[src/fps_pkg.sv]
// Overview of operation
// - After fail flag reads 1, host issues read/reset before any other command; code only raises need_reset and still takes any command.
// - Host recovers an aborted buffer program with the full three-cycle reset.
// - Host polls at the last programmed address or inside the erasing block.
// - Each die has its own status word; host finishes one die before the other.
// - First read in status mode exits it; host sends no command before that read.
package fps_pkg;
	// ==========================================================
	// Command addresses and codes
	localparam logic [11:0] FPS_ADDR_UNLOCK1 = 12'h555;
	localparam logic [11:0] FPS_ADDR_UNLOCK2 = 12'h2aa;
	localparam logic [7:0] FPS_CODE_AA = 8'haa;
	localparam logic [7:0] FPS_CODE_55 = 8'h55;
	localparam logic [7:0] FPS_CODE_RESET = 8'hf0;
	localparam logic [7:0] FPS_CODE_RD_STATUS = 8'h70;
	// ==========================================================
	// Status word field positions
	localparam int FPS_SR_READY = 7;
	localparam int FPS_SR_ERS_SUSP = 6;
	localparam int FPS_SR_ERS_ERR = 5;
	localparam int FPS_SR_PGM_ERR = 4;
	localparam int FPS_SR_BUF_ABORT = 3;
	localparam int FPS_SR_PGM_SUSP = 2;
	localparam int FPS_SR_LOCKED = 1;
	// Polling flag positions
	localparam int FPS_DQ_POLL = 7;
	localparam int FPS_DQ_TOGGLE = 6;
	localparam int FPS_DQ_FAIL = 5;
	localparam int FPS_DQ_ERS_TIMER = 3;
	localparam int FPS_DQ_ALT_TOGGLE = 2;
	localparam int FPS_DQ_BUF_ABORT = 1;
	// ==========================================================
	// Bus timing, clock 25 MHz
	localparam int FPS_CLK_NS = 40;
	localparam int FPS_TACC_NS = 110;
	localparam int FPS_TWP_NS = 50;
	localparam int FPS_TACC_CYC = (FPS_TACC_NS + FPS_CLK_NS - 1) / FPS_CLK_NS;
	localparam int FPS_TWP_CYC = (FPS_TWP_NS + FPS_CLK_NS - 1) / FPS_CLK_NS;
	localparam logic [3:0] FPS_CNT_ACC = 4'(FPS_TACC_CYC);
	localparam logic [3:0] FPS_CNT_WP = 4'(FPS_TWP_CYC);
	localparam logic [15:0] FPS_DQ_RESET = 16'h0000;
	localparam logic [7:0] FPS_SR_RESET = 8'h00;
	// ==========================================================
	// User commands
	typedef enum logic [2:0] {
		FPS_CMD_READ,
		FPS_CMD_WRITE,
		FPS_CMD_RD_STATUS,
		FPS_CMD_RESET1,
		FPS_CMD_RESET3,
		FPS_CMD_POLL
	} fps_cmd_t;
	typedef struct packed {
		fps_cmd_t cmd;
		logic die;
		logic [25:0] addr;
		logic [15:0] data;
	} fps_req_t;
	// Decoded status word and polling result
	typedef struct packed {
		logic ready;
		logic erase_suspended;
		logic erase_check_error;
		logic program_error;
		logic buffer_abort;
		logic program_suspended;
		logic locked_attempt;
	} fps_status_t;
	typedef struct packed {
		logic done;
		logic fail;
		logic buffer_abort;
		logic erase_started;
		logic toggling;
	} fps_poll_t;
endpackage : fps_pkg

[src/fps_host.sv]
`timescale 1ns/10ps
module fps_host
	import fps_pkg::*;
(
	// Clock and reset
	input wire logic clk_sys,
	input wire logic rst,
	// User side
	input wire logic req_valid,
	output logic req_ready,
	input wire fps_req_t req,
	output logic rsp_valid,
	output logic [15:0] rsp_data,
	output fps_status_t rsp_status,
	output fps_poll_t rsp_poll,
	output logic need_reset,
	// Flash pins
	output logic flash_ce_n,
	output logic flash_oe_n,
	output logic flash_we_n,
	output logic flash_rst_n,
	output logic [26:0] flash_addr,
	output logic [15:0] flash_dq_o,
	output logic flash_dq_oe,
	input wire logic [15:0] flash_dq_i,
	input wire logic flash_ready_busy_in
);
	typedef enum {
		ST_IDLE,
		ST_WR,
		ST_WR_GAP,
		ST_RD,
		ST_RD_GAP,
		ST_DONE
	} fps_st_t;

	fps_st_t st_q;
	fps_req_t req_q;
	logic [3:0] cnt_q;
	logic [1:0] seq_q;
	logic [1:0] rd_idx_q;
	logic [15:0] dq_s1_q;
	logic [15:0] dq_s2_q;
	logic rb_s1_q;
	logic rb_s2_q;
	logic [15:0] first_q;
	logic fail_seen_q;
	logic abort_seen_q;
	logic [15:0] rsp_data_q;
	logic rsp_valid_q;

	// ==========================================================
	// Synchronisers
	always_ff @(posedge clk_sys or posedge rst) begin
		if (rst) begin
			dq_s1_q <= FPS_DQ_RESET;
			dq_s2_q <= FPS_DQ_RESET;
			rb_s1_q <= 1'b1;
			rb_s2_q <= 1'b1;
		end else begin
			dq_s1_q <= flash_dq_i;
			dq_s2_q <= dq_s1_q;
			rb_s1_q <= flash_ready_busy_in;
			rb_s2_q <= rb_s1_q;
		end
	end

	// Write cycles per command; status command and single-cycle reset are one cycle, three-cycle reset is three
	function automatic logic [1:0] last_seq(input fps_cmd_t c);
		case (c)
			FPS_CMD_RESET3: last_seq = 2'd2;
			default: last_seq = 2'd0;
		endcase
	endfunction

	function automatic logic [26:0] wr_addr(input fps_req_t r, input logic [1:0] s);
		case (r.cmd)
			FPS_CMD_RD_STATUS: wr_addr = {r.die, 14'h0000, FPS_ADDR_UNLOCK1};
			FPS_CMD_RESET3: wr_addr = (s == 2'd1) ? {r.die, 14'h0000, FPS_ADDR_UNLOCK2} :
				{r.die, 14'h0000, FPS_ADDR_UNLOCK1};
			FPS_CMD_RESET1: wr_addr = {r.die, 26'h0000000};
			default: wr_addr = {r.die, r.addr};
		endcase
	endfunction

	function automatic logic [15:0] wr_data(input fps_req_t r, input logic [1:0] s);
		case (r.cmd)
			FPS_CMD_RD_STATUS: wr_data = {8'h00, FPS_CODE_RD_STATUS};
			FPS_CMD_RESET3: wr_data = (s == 2'd0) ? {8'h00, FPS_CODE_AA} :
				(s == 2'd1) ? {8'h00, FPS_CODE_55} : {8'h00, FPS_CODE_RESET};
			FPS_CMD_RESET1: wr_data = {8'h00, FPS_CODE_RESET};
			default: wr_data = r.data;
		endcase
	endfunction

	assign req_ready = (st_q == ST_IDLE);

	// ==========================================================
	// Sequencer
	always_ff @(posedge clk_sys or posedge rst) begin
		if (rst) begin
			st_q <= ST_IDLE;
			req_q <= '0;
			cnt_q <= 4'h0;
			seq_q <= 2'd0;
			rd_idx_q <= 2'd0;
			first_q <= FPS_DQ_RESET;
		end else begin
			case (st_q)
				ST_IDLE: begin
					if (req_valid) begin
						req_q <= req;
						seq_q <= 2'd0;
						rd_idx_q <= 2'd0;
						cnt_q <= FPS_CNT_WP;
						// Status read is a write then the single exiting read
						st_q <= (req.cmd == FPS_CMD_READ || req.cmd == FPS_CMD_POLL) ? ST_RD : ST_WR;
						if (req.cmd == FPS_CMD_READ || req.cmd == FPS_CMD_POLL) begin
							cnt_q <= FPS_CNT_ACC + 4'h2;
						end
					end
				end
				ST_WR: begin
					if (cnt_q == 4'h0) begin
						st_q <= ST_WR_GAP;
						cnt_q <= FPS_CNT_WP;
					end else begin
						cnt_q <= cnt_q - 4'h1;
					end
				end
				ST_WR_GAP: begin
					if (cnt_q != 4'h0) begin
						cnt_q <= cnt_q - 4'h1;
					end else if (seq_q != last_seq(req_q.cmd)) begin
						seq_q <= seq_q + 2'd1;
						cnt_q <= FPS_CNT_WP;
						st_q <= ST_WR;
					end else if (req_q.cmd == FPS_CMD_RD_STATUS) begin
						cnt_q <= FPS_CNT_ACC + 4'h2;
						st_q <= ST_RD;
					end else begin
						st_q <= ST_DONE;
					end
				end
				ST_RD: begin
					if (cnt_q == 4'h0) begin
						// First read is kept so a poll can compare its toggle flag with the second read's
						if (rd_idx_q == 2'd0) begin
							first_q <= dq_s2_q;
						end
						st_q <= ST_RD_GAP;
						cnt_q <= FPS_CNT_WP;
					end else begin
						cnt_q <= cnt_q - 4'h1;
					end
				end
				ST_RD_GAP: begin
					if (cnt_q != 4'h0) begin
						cnt_q <= cnt_q - 4'h1;
					end else if (req_q.cmd == FPS_CMD_POLL && rd_idx_q == 2'd0) begin
						// Second read shows whether the toggle flag moved
						rd_idx_q <= 2'd1;
						cnt_q <= FPS_CNT_ACC + 4'h2;
						st_q <= ST_RD;
					end else begin
						st_q <= ST_DONE;
					end
				end
				default: st_q <= ST_IDLE;
			endcase
		end
	end

	// ==========================================================
	// Pin drive
	always_comb begin
		flash_ce_n = !(st_q == ST_WR || st_q == ST_RD);
		flash_we_n = !(st_q == ST_WR);
		flash_oe_n = !(st_q == ST_RD);
		flash_dq_oe = (st_q == ST_WR);
		flash_rst_n = 1'b1;
		flash_addr = (st_q == ST_WR) ? wr_addr(req_q, seq_q) : {req_q.die, req_q.addr};
		flash_dq_o = wr_data(req_q, seq_q);
	end

	// ==========================================================
	// Answers
	always_ff @(posedge clk_sys or posedge rst) begin
		if (rst) begin
			rsp_valid_q <= 1'b0;
			rsp_data_q <= FPS_DQ_RESET;
			fail_seen_q <= 1'b0;
			abort_seen_q <= 1'b0;
		end else begin
			rsp_valid_q <= (st_q == ST_DONE);
			if (st_q == ST_RD && cnt_q == 4'h0) begin
				rsp_data_q <= dq_s2_q;
			end
			if (st_q == ST_DONE && req_q.cmd == FPS_CMD_POLL) begin
				if (first_q[FPS_DQ_FAIL]) begin
					fail_seen_q <= 1'b1;
				end
				if (first_q[FPS_DQ_BUF_ABORT]) begin
					abort_seen_q <= 1'b1;
				end
			end
			if (st_q == ST_DONE && req_q.cmd == FPS_CMD_RESET1) begin
				fail_seen_q <= 1'b0;
			end
			if (st_q == ST_DONE && req_q.cmd == FPS_CMD_RESET3) begin
				fail_seen_q <= 1'b0;
				abort_seen_q <= 1'b0;
			end
		end
	end

	assign rsp_valid = rsp_valid_q;
	assign rsp_data = rsp_data_q;
	assign need_reset = fail_seen_q | abort_seen_q;
	assign rsp_status = '{ready: rsp_data_q[FPS_SR_READY],
		erase_suspended: rsp_data_q[FPS_SR_ERS_SUSP] & rsp_data_q[FPS_SR_READY],
		erase_check_error: rsp_data_q[FPS_SR_ERS_ERR] & rsp_data_q[FPS_SR_READY],
		program_error: rsp_data_q[FPS_SR_PGM_ERR] & rsp_data_q[FPS_SR_READY],
		buffer_abort: rsp_data_q[FPS_SR_BUF_ABORT] & rsp_data_q[FPS_SR_READY],
		program_suspended: rsp_data_q[FPS_SR_PGM_SUSP] & rsp_data_q[FPS_SR_READY],
		locked_attempt: rsp_data_q[FPS_SR_LOCKED] & rsp_data_q[FPS_SR_READY]};
	// Done when toggle flag stops moving between two reads and the ready/busy line reads high
	assign rsp_poll = '{done: (first_q[FPS_DQ_TOGGLE] == rsp_data_q[FPS_DQ_TOGGLE]) && !rb_s2_q ? 1'b0 :
			(first_q[FPS_DQ_TOGGLE] == rsp_data_q[FPS_DQ_TOGGLE]),
		fail: rsp_data_q[FPS_DQ_FAIL],
		buffer_abort: rsp_data_q[FPS_DQ_BUF_ABORT],
		erase_started: rsp_data_q[FPS_DQ_ERS_TIMER],
		toggling: first_q[FPS_DQ_TOGGLE] != rsp_data_q[FPS_DQ_TOGGLE]};
endmodule : fps_host

[config.mk]
export PLATFORM = sky130hd
export DESIGN_NAME = fps_host
export DESIGN_NICKNAME = d
export VERILOG_FILES = /design/src/fps_pkg.sv /design/src/fps_host.sv
export SDC_FILE = /design/constraint.sdc
export NUM_CORES = 1
export LEC_CHECK = 0
export BUFFER_PORTS_ARGS = -buffer_cell sky130_fd_sc_hd__clkbuf_2
export CAP_MARGIN = 20
export CORE_UTILIZATION = 55
export DETAILED_ROUTE_END_ITERATION = 16
export PLACE_DENSITY = 0.84
export SLEW_MARGIN = 20
export SYNTH_ARGS = -nofsm -noshare
export SYNTH_HDL_FRONTEND = slang
export SYNTH_SLANG_ARGS = --single-unit
[constraint.sdc]
create_clock -name clk_sys -period 7 [get_ports clk_sys]
set_input_delay 0.7 -clock clk_sys [delete_from_list [all_inputs] [get_ports clk_sys]]
set_output_delay 0.7 -clock clk_sys [all_outputs]
set_load 0.01 [all_outputs]
==> Word level (Yosys, flattened, before mapping) <==
Index checks and enable logic that the tools add are counted.
{ "classes": {"n_addsub": 2, "eq_ne": 25, "muxes": 43, "bitwise_logic": 7, "n_reduce_logical": 35} }
{ "ops": {"columns": ["op", "count"], "rows": [
  ["32-bit two-way mux", 5],
  ["32-bit case mux with 5 select lines", 1],
  ["32-bit by 2-bit equality test with 1-bit output, second input constant", 3],
  ["26-bit case mux with 3 select lines", 1],
  ["32-bit by 3-bit equality test with 1-bit output, second input constant", 2],
  ["32-bit logical NOT", 2],
  ["16-bit case mux with 3 select lines", 1],
  ["32-bit by 1-bit equality test with 1-bit output, second input constant", 1],
  ["32-bit by 4-bit equality test with 1-bit output, second input constant", 1],
  ["4-bit two-way mux", 7],
  ["26-bit two-way mux", 1],
  ["2-bit two-way mux", 9],
  ["8-bit two-way mux", 2],
  ["4-bit case mux with 4 select lines", 1],
  ["2-bit inequality test, second input constant", 7],
  ["3-bit two-way mux", 4],
  ["4-bit AND reduction", 3],
  ["11-bit two-way mux", 1],
  ["3-bit equality test, second input constant", 3],
  ["1-bit two-way mux", 8],
  ["2-bit case mux with 2 select lines", 2],
  ["2-bit nonzero test", 4],
  ["4-bit nonzero test", 2],
  ["1-bit AND", 6],
  ["21 further kinds", 35]
]} }
{ "totals": {"register_bits": 146, "inputBits": 66, "out_inout_bits": 79} }

==> Longest topological paths before layout <==
Gate-level depths: netlist of run 1.
{ "depth": {"depth_word": 8, "ltp_mapped": 7, "mapped_depth_nobuf": 6} }

==> Worst setup path after synthesis of run 1 <==
No wires, ideal clock.
{ "synth_path": {"path_type": "reg-to-output", "from": "reg st_q[2]", "to": "out flash_addr[0]", "t_arrival_ns": 1.560, "required_time_ns": 6.300, "slack_ns": 4.740, "stages_incl_launch_ff": 7, "cell_sequence": "dfrtp_1 > buf_2 > nor3b_2 > inv_1 > or3_1 > clkbuf_1 > nand2_1"} }
{ "synth_via": {"elab_chain_cells": 2} }
{ "synth_rtl": {"columns": ["element", "line", "rtl"], "rows": [
  ["start: declaration", "fps_host.sv:37", "fps_st_t st_q;"],
  ["start signal: assignment", "fps_host.sv:117", "st_q <= (req.cmd == FPS_CMD_READ || req.cmd == FPS_CMD_POLL) ? ST_RD : ST_WR;"],
  ["32-bit by 2-bit equality test with 1-bit output", null, null],
  ["via flash_dq_oe", "fps_host.sv:24", "output logic flash_dq_oe,"],
  ["26-bit two-way mux", "fps_host.sv:182", "flash_addr = (st_q == ST_WR) ? wr_addr(req_q, seq_q) : {req_q.die, req_q.addr};"],
  ["end: declaration", "fps_host.sv:22", "output logic [26:0] flash_addr,"]
]} }
The timed path passes the listed nets, and every way through them passes these cells.

==> Final worst setup path of run 1 <==
{ "layout_path": {"from": "reg st_q[0]", "to": "out flash_addr[4]"} }
{ "layout_via": {"elab_chain_cells": 2} }
{ "layout_rtl": {"columns": ["element", "line"], "rows": [
  ["32-bit by 2-bit equality test with 1-bit output", "fps_host.sv:182"],
  ["26-bit two-way mux", "fps_host.sv:182"]
]} }
No other way between the ends.

==> reports/results.tsv, run 1 <==
metric	value	unit
synthesis warning total	0	
CP Launch Type	flop	
critical path endpoint category	output pin	
clock root buffer	clkbuf_8	
cts bufs inserted	9	
top cell type's share of synthesized area	56.7	%
outcome	completed	
fin. max-slew vios	0	
Yosys reg bits	112	
setup violators final	0	
WP data arrival	2150	ps
Yosys cell types	51	
r2r setup slk	4630	ps
fmax	351	MHz
final setup TNS	0	ps
vias per cell	5.24	
Post-Place Cell Area	0.00556	sq mm
final instance area	0.00576	sq mm
max_slew headroom	39.5	%
Post-Syn Instances	478	
CTS tree	built	
Syn-to-layout area delta	18.6	%
# Post-CTS Setup Buffers	0	
post-route ant nets	0	
min cycle time layout	2850	ps
# clock sinks	112	
share of layout cells above drive strength 1	32.9	%
# rows	33	
met3 WL post-DR	715	um
mapped cell area	0.00486	sq mm
initial antenna violation count	0	
final-report hold violation count	0	
Skew-Pair Late Insertion Delay	370	ps
wl on met1	4.25	mm
GR Util All Layers	25.1	%
Max-cap violations	0	
syn_nets	549	
# IOs	145	
hpwl dp	7.53	mm
Hold Buf Count CTS	0	
first-pass GRT wire length	17.3	mm
Post-CTS Resized	0	
Starting DRT DRC Count	219	
fillers	632	
Seq/Total Area, Yosys	57.8	%
WL final	10.5	mm
RSZ-0062 raised after global routing	no	
Worst EP required	6300	ps
H-tree depth	3	
hold depth	0	
Pleak	0.00305	uW
number of synthesized flops with an enable pin	0	
number of global-route vias before repair	3646	
Core ar.	0.00838	sq mm
Top FF cell, synth	dfrtp_1	
first-pass iteration count of the detailed router	4	
number of antenna diodes	0	
clk_skew	11.5	ps
# nets final	677	
Worst Max-Slew Pin Slew	908	ps
DRC Markers	0	
die height	96.0	um
PwrDens	454	mW/mm^2
Final Total Pwr	2620	uW
Worst Setup Path Type	reg -> out	
GPL Wtd Cong	0.862	
ranking of synthesized cells by area	dfrtp_1, nand2_1, mux2_2, and2_1, buf_4	
peak supply drop	0.000228	V
Tcrit/Tclk final	40.7	%
grt ovf	0	
Initial Util	57.9	%
Die Wd	96.0	um
drt wl/cell	14.7	um
die footprint	0.00921	sq mm
pin count of the biggest net entering global routing	63	
DR vias	3750	
CTS max path bufs	2	
Worst Reg2Reg Path Length in Cells	3	
clock slew at reported path FFs	120	ps
Post-synth ARST share	100	%
synthesized area per cell	10.2	sq um
routed wl met2	5.39	mm
top sig layer	met4	
Critical Path Fanout Max	14	
dominant cell type by area after synthesis	dfrtp_1	
HP Class	reg -> reg	
IO buf count	143	
sequential cells by signal, summed over array words and instances (netlist names):
name and flops:
abort_seen_q 1, cnt_q 4, req_q 46, rd_idx_q 1, rsp_data 16, st_q 3, seq_q 2, fail_seen_q 1
rb_s2_q 1, dq_s2_q 16, first_q 3, rsp_valid 1, rb_s1_q 1, dq_s1_q 16
layout make-up:
class | instances | area, sq um | area share [%]
tap | 105 | 131 | 2.28
clock buffer | 9 | 124 | 2.15
multi-input combinational | 322 | 1830 | 31.8
timing repair buffer | 146 | 738 | 12.8
inverter | 15 | 58.8 | 1.02
clock inverter | 7 | 73.8 | 1.28
sequential | 112 | 2810 | 48.7
Yosys cell counts (2+ instances only):
cell type and number:
o21ai_0 11, and3_1 2, nand3_1 3, mux2_2 25
buf_2 8, o22ai_1 5, buf_4 12, nor2b_1 6
o32ai_1 2, a21oi_1 14, nor2_1 14, o32a_1 2
xor2_1 2, or3_1 3, dfrtp_1 110, nand3b_1 2
a31oi_1 3, dfstp_2 2, clkbuf_1 8, a22o_1 6
and2_1 33, ha_1 5, inv_1 14, mux2i_1 2
xnor2_1 2, nand2_1 151, a2bb2oi_1 2, nor3_1 4
or2_2 3
critical path: stages, from the launching register on:
cell and delay, ps:
dfrtp_1 600, nor3b_2 350, inv_1 90, or3_1 490, nand2_1 120, clkbuf_2 130
through the flow:
step	instances	hold WS, ps	utilization (%)	setup WS [ps]
2_1_floorplan	478	331	-	3340
3_3_place_gp	700	331	66.3	4550
3_5_place_dp	700	336	66.4	4580
4_1_cts	716	364	68.7	4170
5_1_grt	716	372	68.7	4020
6_report	716	358	68.7	4150
worst paths after layout:
kind,startpoint,endpoint
worst min register to register,dq_s1_q[14],dq_s2_q[14]
worst min-delay path,dq_s1_q[14],dq_s2_q[14]
min in group asynchronous,rst,rsp_data[11]
worst max register to register,st_q[2],req_q[7]
max in group asynchronous,rst,dq_s2_q[9]
worst max-delay path,st_q[0],flash_addr[4]
logic make-up after synthesis:
kind of cell    share of synthesized area [%]
mux                                      6.21
fa+ha+maj                                1.29
simple gates                             22.1
buf+inv                                  4.69
flops                                    57.8
other cells                            0.0772
compound gates                           7.21
xor+xnor                                0.721
power by group:
group          switching, uW  internal, uW
sequential               188           860
combinational            662           531
clock                    235           141
layer usage:
metal | global-route usage [%] | vias to the layer above
met4 | 9.33 | 0
li1 | - | 1800
met5 | 0 | -
met2 | 41.7 | 125
met3 | 6.64 | 17
met1 | 31.8 | 1808
layout by cell type (no fill, tap or decap), types with 4 or more instances in the layout:
| cell type | instances |
|---|---|
| dfrtp_1 | 110 |
| nor2_1 | 14 |
| nor3_1 | 4 |
| clkbuf_2 | 143 |
| ha_1 | 5 |
| and2_1 | 32 |
| nor2b_1 | 6 |
| o21ai_0 | 11 |
| a21oi_1 | 14 |
| a22o_1 | 6 |
| o22ai_1 | 5 |
| clkbuf_8 | 9 |
| mux2_2 | 25 |
| nand2_1 | 151 |
| inv_1 | 13 |
Note: power is estimated with default switching activity, not from simulation.
==> inputs of run 2 (changes only) <==
--- a/config.mk
+++ b/config.mk
@@ -7,9 +7,9 @@
 export LEC_CHECK = 0
 export BUFFER_PORTS_ARGS = -buffer_cell sky130_fd_sc_hd__clkbuf_2
 export CAP_MARGIN = 20
-export CORE_UTILIZATION = 55
+export CORE_UTILIZATION = 46
 export DETAILED_ROUTE_END_ITERATION = 16
-export PLACE_DENSITY = 0.84
+export PLACE_DENSITY = 0.75
 export SLEW_MARGIN = 20
 export SYNTH_ARGS = -nofsm -noshare
 export SYNTH_HDL_FRONTEND = slang
==> constraint.sdc (replaced) <==
create_clock -name clk_sys -period 2.4 [get_ports clk_sys]
set_input_delay 0.24 -clock clk_sys [delete_from_list [all_inputs] [get_ports clk_sys]]
set_output_delay 0.24 -clock clk_sys [all_outputs]
set_load 0.01 [all_outputs]
==> run 2 against run 1 <==
Count of clock-buffer cells in the layout increased by 3. Register-to-register slack worse by 4400 ps. Die area is 19% higher. Clock skew is 4.1 ps lower. Sequential power grew to 2.8 times the previous value. Setup slack got worse by 4100 ps. Flip-flop and latch count unchanged. Combinational power increased to 3.2 times the previous value. Critical path type unchanged. Critical endpoint is now flash_addr[17]. Highest routed layer unchanged.
==> reports/results.tsv, run 2 (same netlist as run 1, synthesis figures left out) <==
metric	value	unit	change
Worst Hold Margin	52.1	ps	-306 ps
Worst EP required	2160	ps	-4140 ps
initial antenna violation count	1		+1
Tcrit/Tclk final	96.1	%	
GPL Wtd Cong	0.849		-1.5%
max incr delay on CP	530	ps	-70 ps
share of layout cells above drive strength 1	34.0	%	+1.1 points
hold path endpoint	req_q[8]		
Worst Reg2Reg Path Length in Cells	5		+2
first-pass iteration count of the detailed router	7		+3
CTS tree	built		
# IOs	145		unchanged
grt ovf	0		unchanged
Reg-to-Reg End	rsp_data[3]		
RSZ-0062 raised after global routing	no		
first-pass GRT wire length	17.5	mm	+0.80%
Worst Setup Path Type	reg -> out		
die height	105	um	+9.1%
final-report hold violation count	0		unchanged
critical path, cell by cell	nor3b_4, o21ai_2, and2_1, clkbuf_2		
cts bufs inserted	9		unchanged
setup violators final	0		unchanged
DR vias	3891		+3.8%
hold depth	3		+3
fin. max-slew vios	0		unchanged
outcome	completed		
vias per cell	4.98		-5.0%
Core ar.	0.0103	sq mm	+23%
final setup TNS	0	ps	unchanged
Starting DRT DRC Count	217		-0.91%
Die Wd	105	um	+9.1%
fmax	434	MHz	
H-tree depth	3		unchanged
# clock sinks	112		unchanged
CP Launch Type	flop		
number of flip-flops in the largest register	46		unchanged
most frequent cells in the layout	nand2_1, clkbuf_2, dfrtp_1		
Worst path top cell family by delay	simple AND/OR/NAND/NOR gates		
HP Class	in -> reg		
critical path endpoint category	output pin		
DP Worst Slack	208	ps	-4370 ps
r2r setup slk	220	ps	-4410 ps
die footprint	0.0110	sq mm	+19%
most flop-heavy register	req_q		
WP data arrival	2070	ps	-80 ps
IO buf count	143		unchanged
clock root buffer	clkbuf_8		
crit path max-delay cell type	dfrtp_1		
reg2reg start	cnt_q[0]		
hpwl dp	7.57	mm	+0.60%
Initial Util	47.3	%	-11 points
CTS max path bufs	2		unchanged
Worst Max-Slew Pin Slew	627	ps	-281 ps
Max-cap violations	0		unchanged
clock slew at reported path FFs	100	ps	-20 ps
critical path buffer and inverter count	1		-1
Worst path depth	4		-1
GR Util All Layers	20.4	%	-4.8 points
max_slew headroom	58.2	%	+19 points
commonest non-fill, non-tap cell in the layout	nand2_1		
PwrDens	1280	mW/mm^2	+180%
WL final	11.1	mm	+5.7%
Syn-to-layout area delta	25.9	%	
min-delay src	req[8]		
Skew-Pair Late Insertion Delay	370	ps	about the same
min cycle time layout	2310	ps	
clk_skew	7.42	ps	-4.06 ps
Critical Path Fanout Max	13		-1
# rows	37		+12%
number of global-route vias before repair	3750		+2.9%
pin count of the biggest net entering global routing	41		-35%
Setup WS post-layout	94.0	ps	-4060 ps
drt wl/cell	14.3	um	-3.2%
DRC Markers	0		unchanged
Pleak	0.00319	uW	+4.5%
peak supply drop	0.000566	V	+150%
post-route ant nets	0		unchanged
# nets final	711		+5.0%
==> run 2: changes by cell type in the layout (fill, tap and decap cells not counted), sizes merged <==
cell         change
clkinvlp         +2
inv              -3
o21ai            +1
clkbuf           +3
diode            +1
buf             +15
clkinv           -2
dlygate4sd3     +18
==> run 2: repair_timing <==
action                                 CTS  global route
pin swaps                                0             1
endpoints found under the hold margin   29             0
buffers inserted                         0             9
setup endpoints to repair               26            23
gates cloned                             0             1
hold buffers                            18             0
resized for setup                        4             4
==> run 2: worst max-delay path by stage <==
stage	from	endpoint	slack, ps
finish	req_q[44]	flash_addr[17]	90
global route	req_q[44]	flash_addr[18]	10
CTS	req_q[44]	flash_addr[0]	20
detailed placement	cnt_q[0]	seq_q[0]	210
global placement	cnt_q[0]	rsp_data[13]	280
floorplan	cnt_q[0]	rsp_data[0]	450
==> run 2: report_power, final <==
| group | internal [uW] | leakage (uW) | switching (uW) |
|---|---|---|---|
| sequential | 2520 | 0.00137 | 468 |
| combinational | 1710 | 0.00174 | 2110 |
| clock | 385 | 0.0000772 | 617 |
| total | 4610 | 0.00319 | 3200 |
==> run 2: worst min-delay path, delay by kind of cell <==
family / cells / cell delay (ps)
buffers and inverters: 1 / 80
AND/OR/NAND/NOR: 2 / 80
==> run 2: per-stage QoR <==
| stage | cells | total power [uW] | instance area [sq um] | util (%) |
|---|---|---|---|---|
| global placement | 737 | 6460 | 5660 | 55.1 |
| floorplan | 478 | 5380 | 4860 | - |
| finish | 782 | 7810 | 6120 | 59.5 |
| global route | 782 | 8370 | 6120 | 59.5 |
| detailed placement | 737 | 6600 | 5660 | 55.1 |
| CTS | 771 | 7670 | 6020 | 58.6 |
==> run 2: per-layer routing <==
layer	track usage [%]	vias to the layer above	share of wire, %
met5	0	-	0
met4	9.56	0	2.4
met3	4.62	20	4.7
met2	34.1	113	51
met1	25.1	1890	42
li1	-	1868	-
==> run 2: final cells by class <==
type | count | area [sq um]
Antenna cell | 1 | 2.50
Fill cell | 907 | 4160
Tap cell | 136 | 170
Timing Repair Buffer | 179 | 1040
Inverter | 15 | 60.1
Sequential cell | 112 | 2810
Clock inverter | 4 | 32.5
Multi-Input combinational cell | 323 | 1860
Clock buffer | 12 | 135
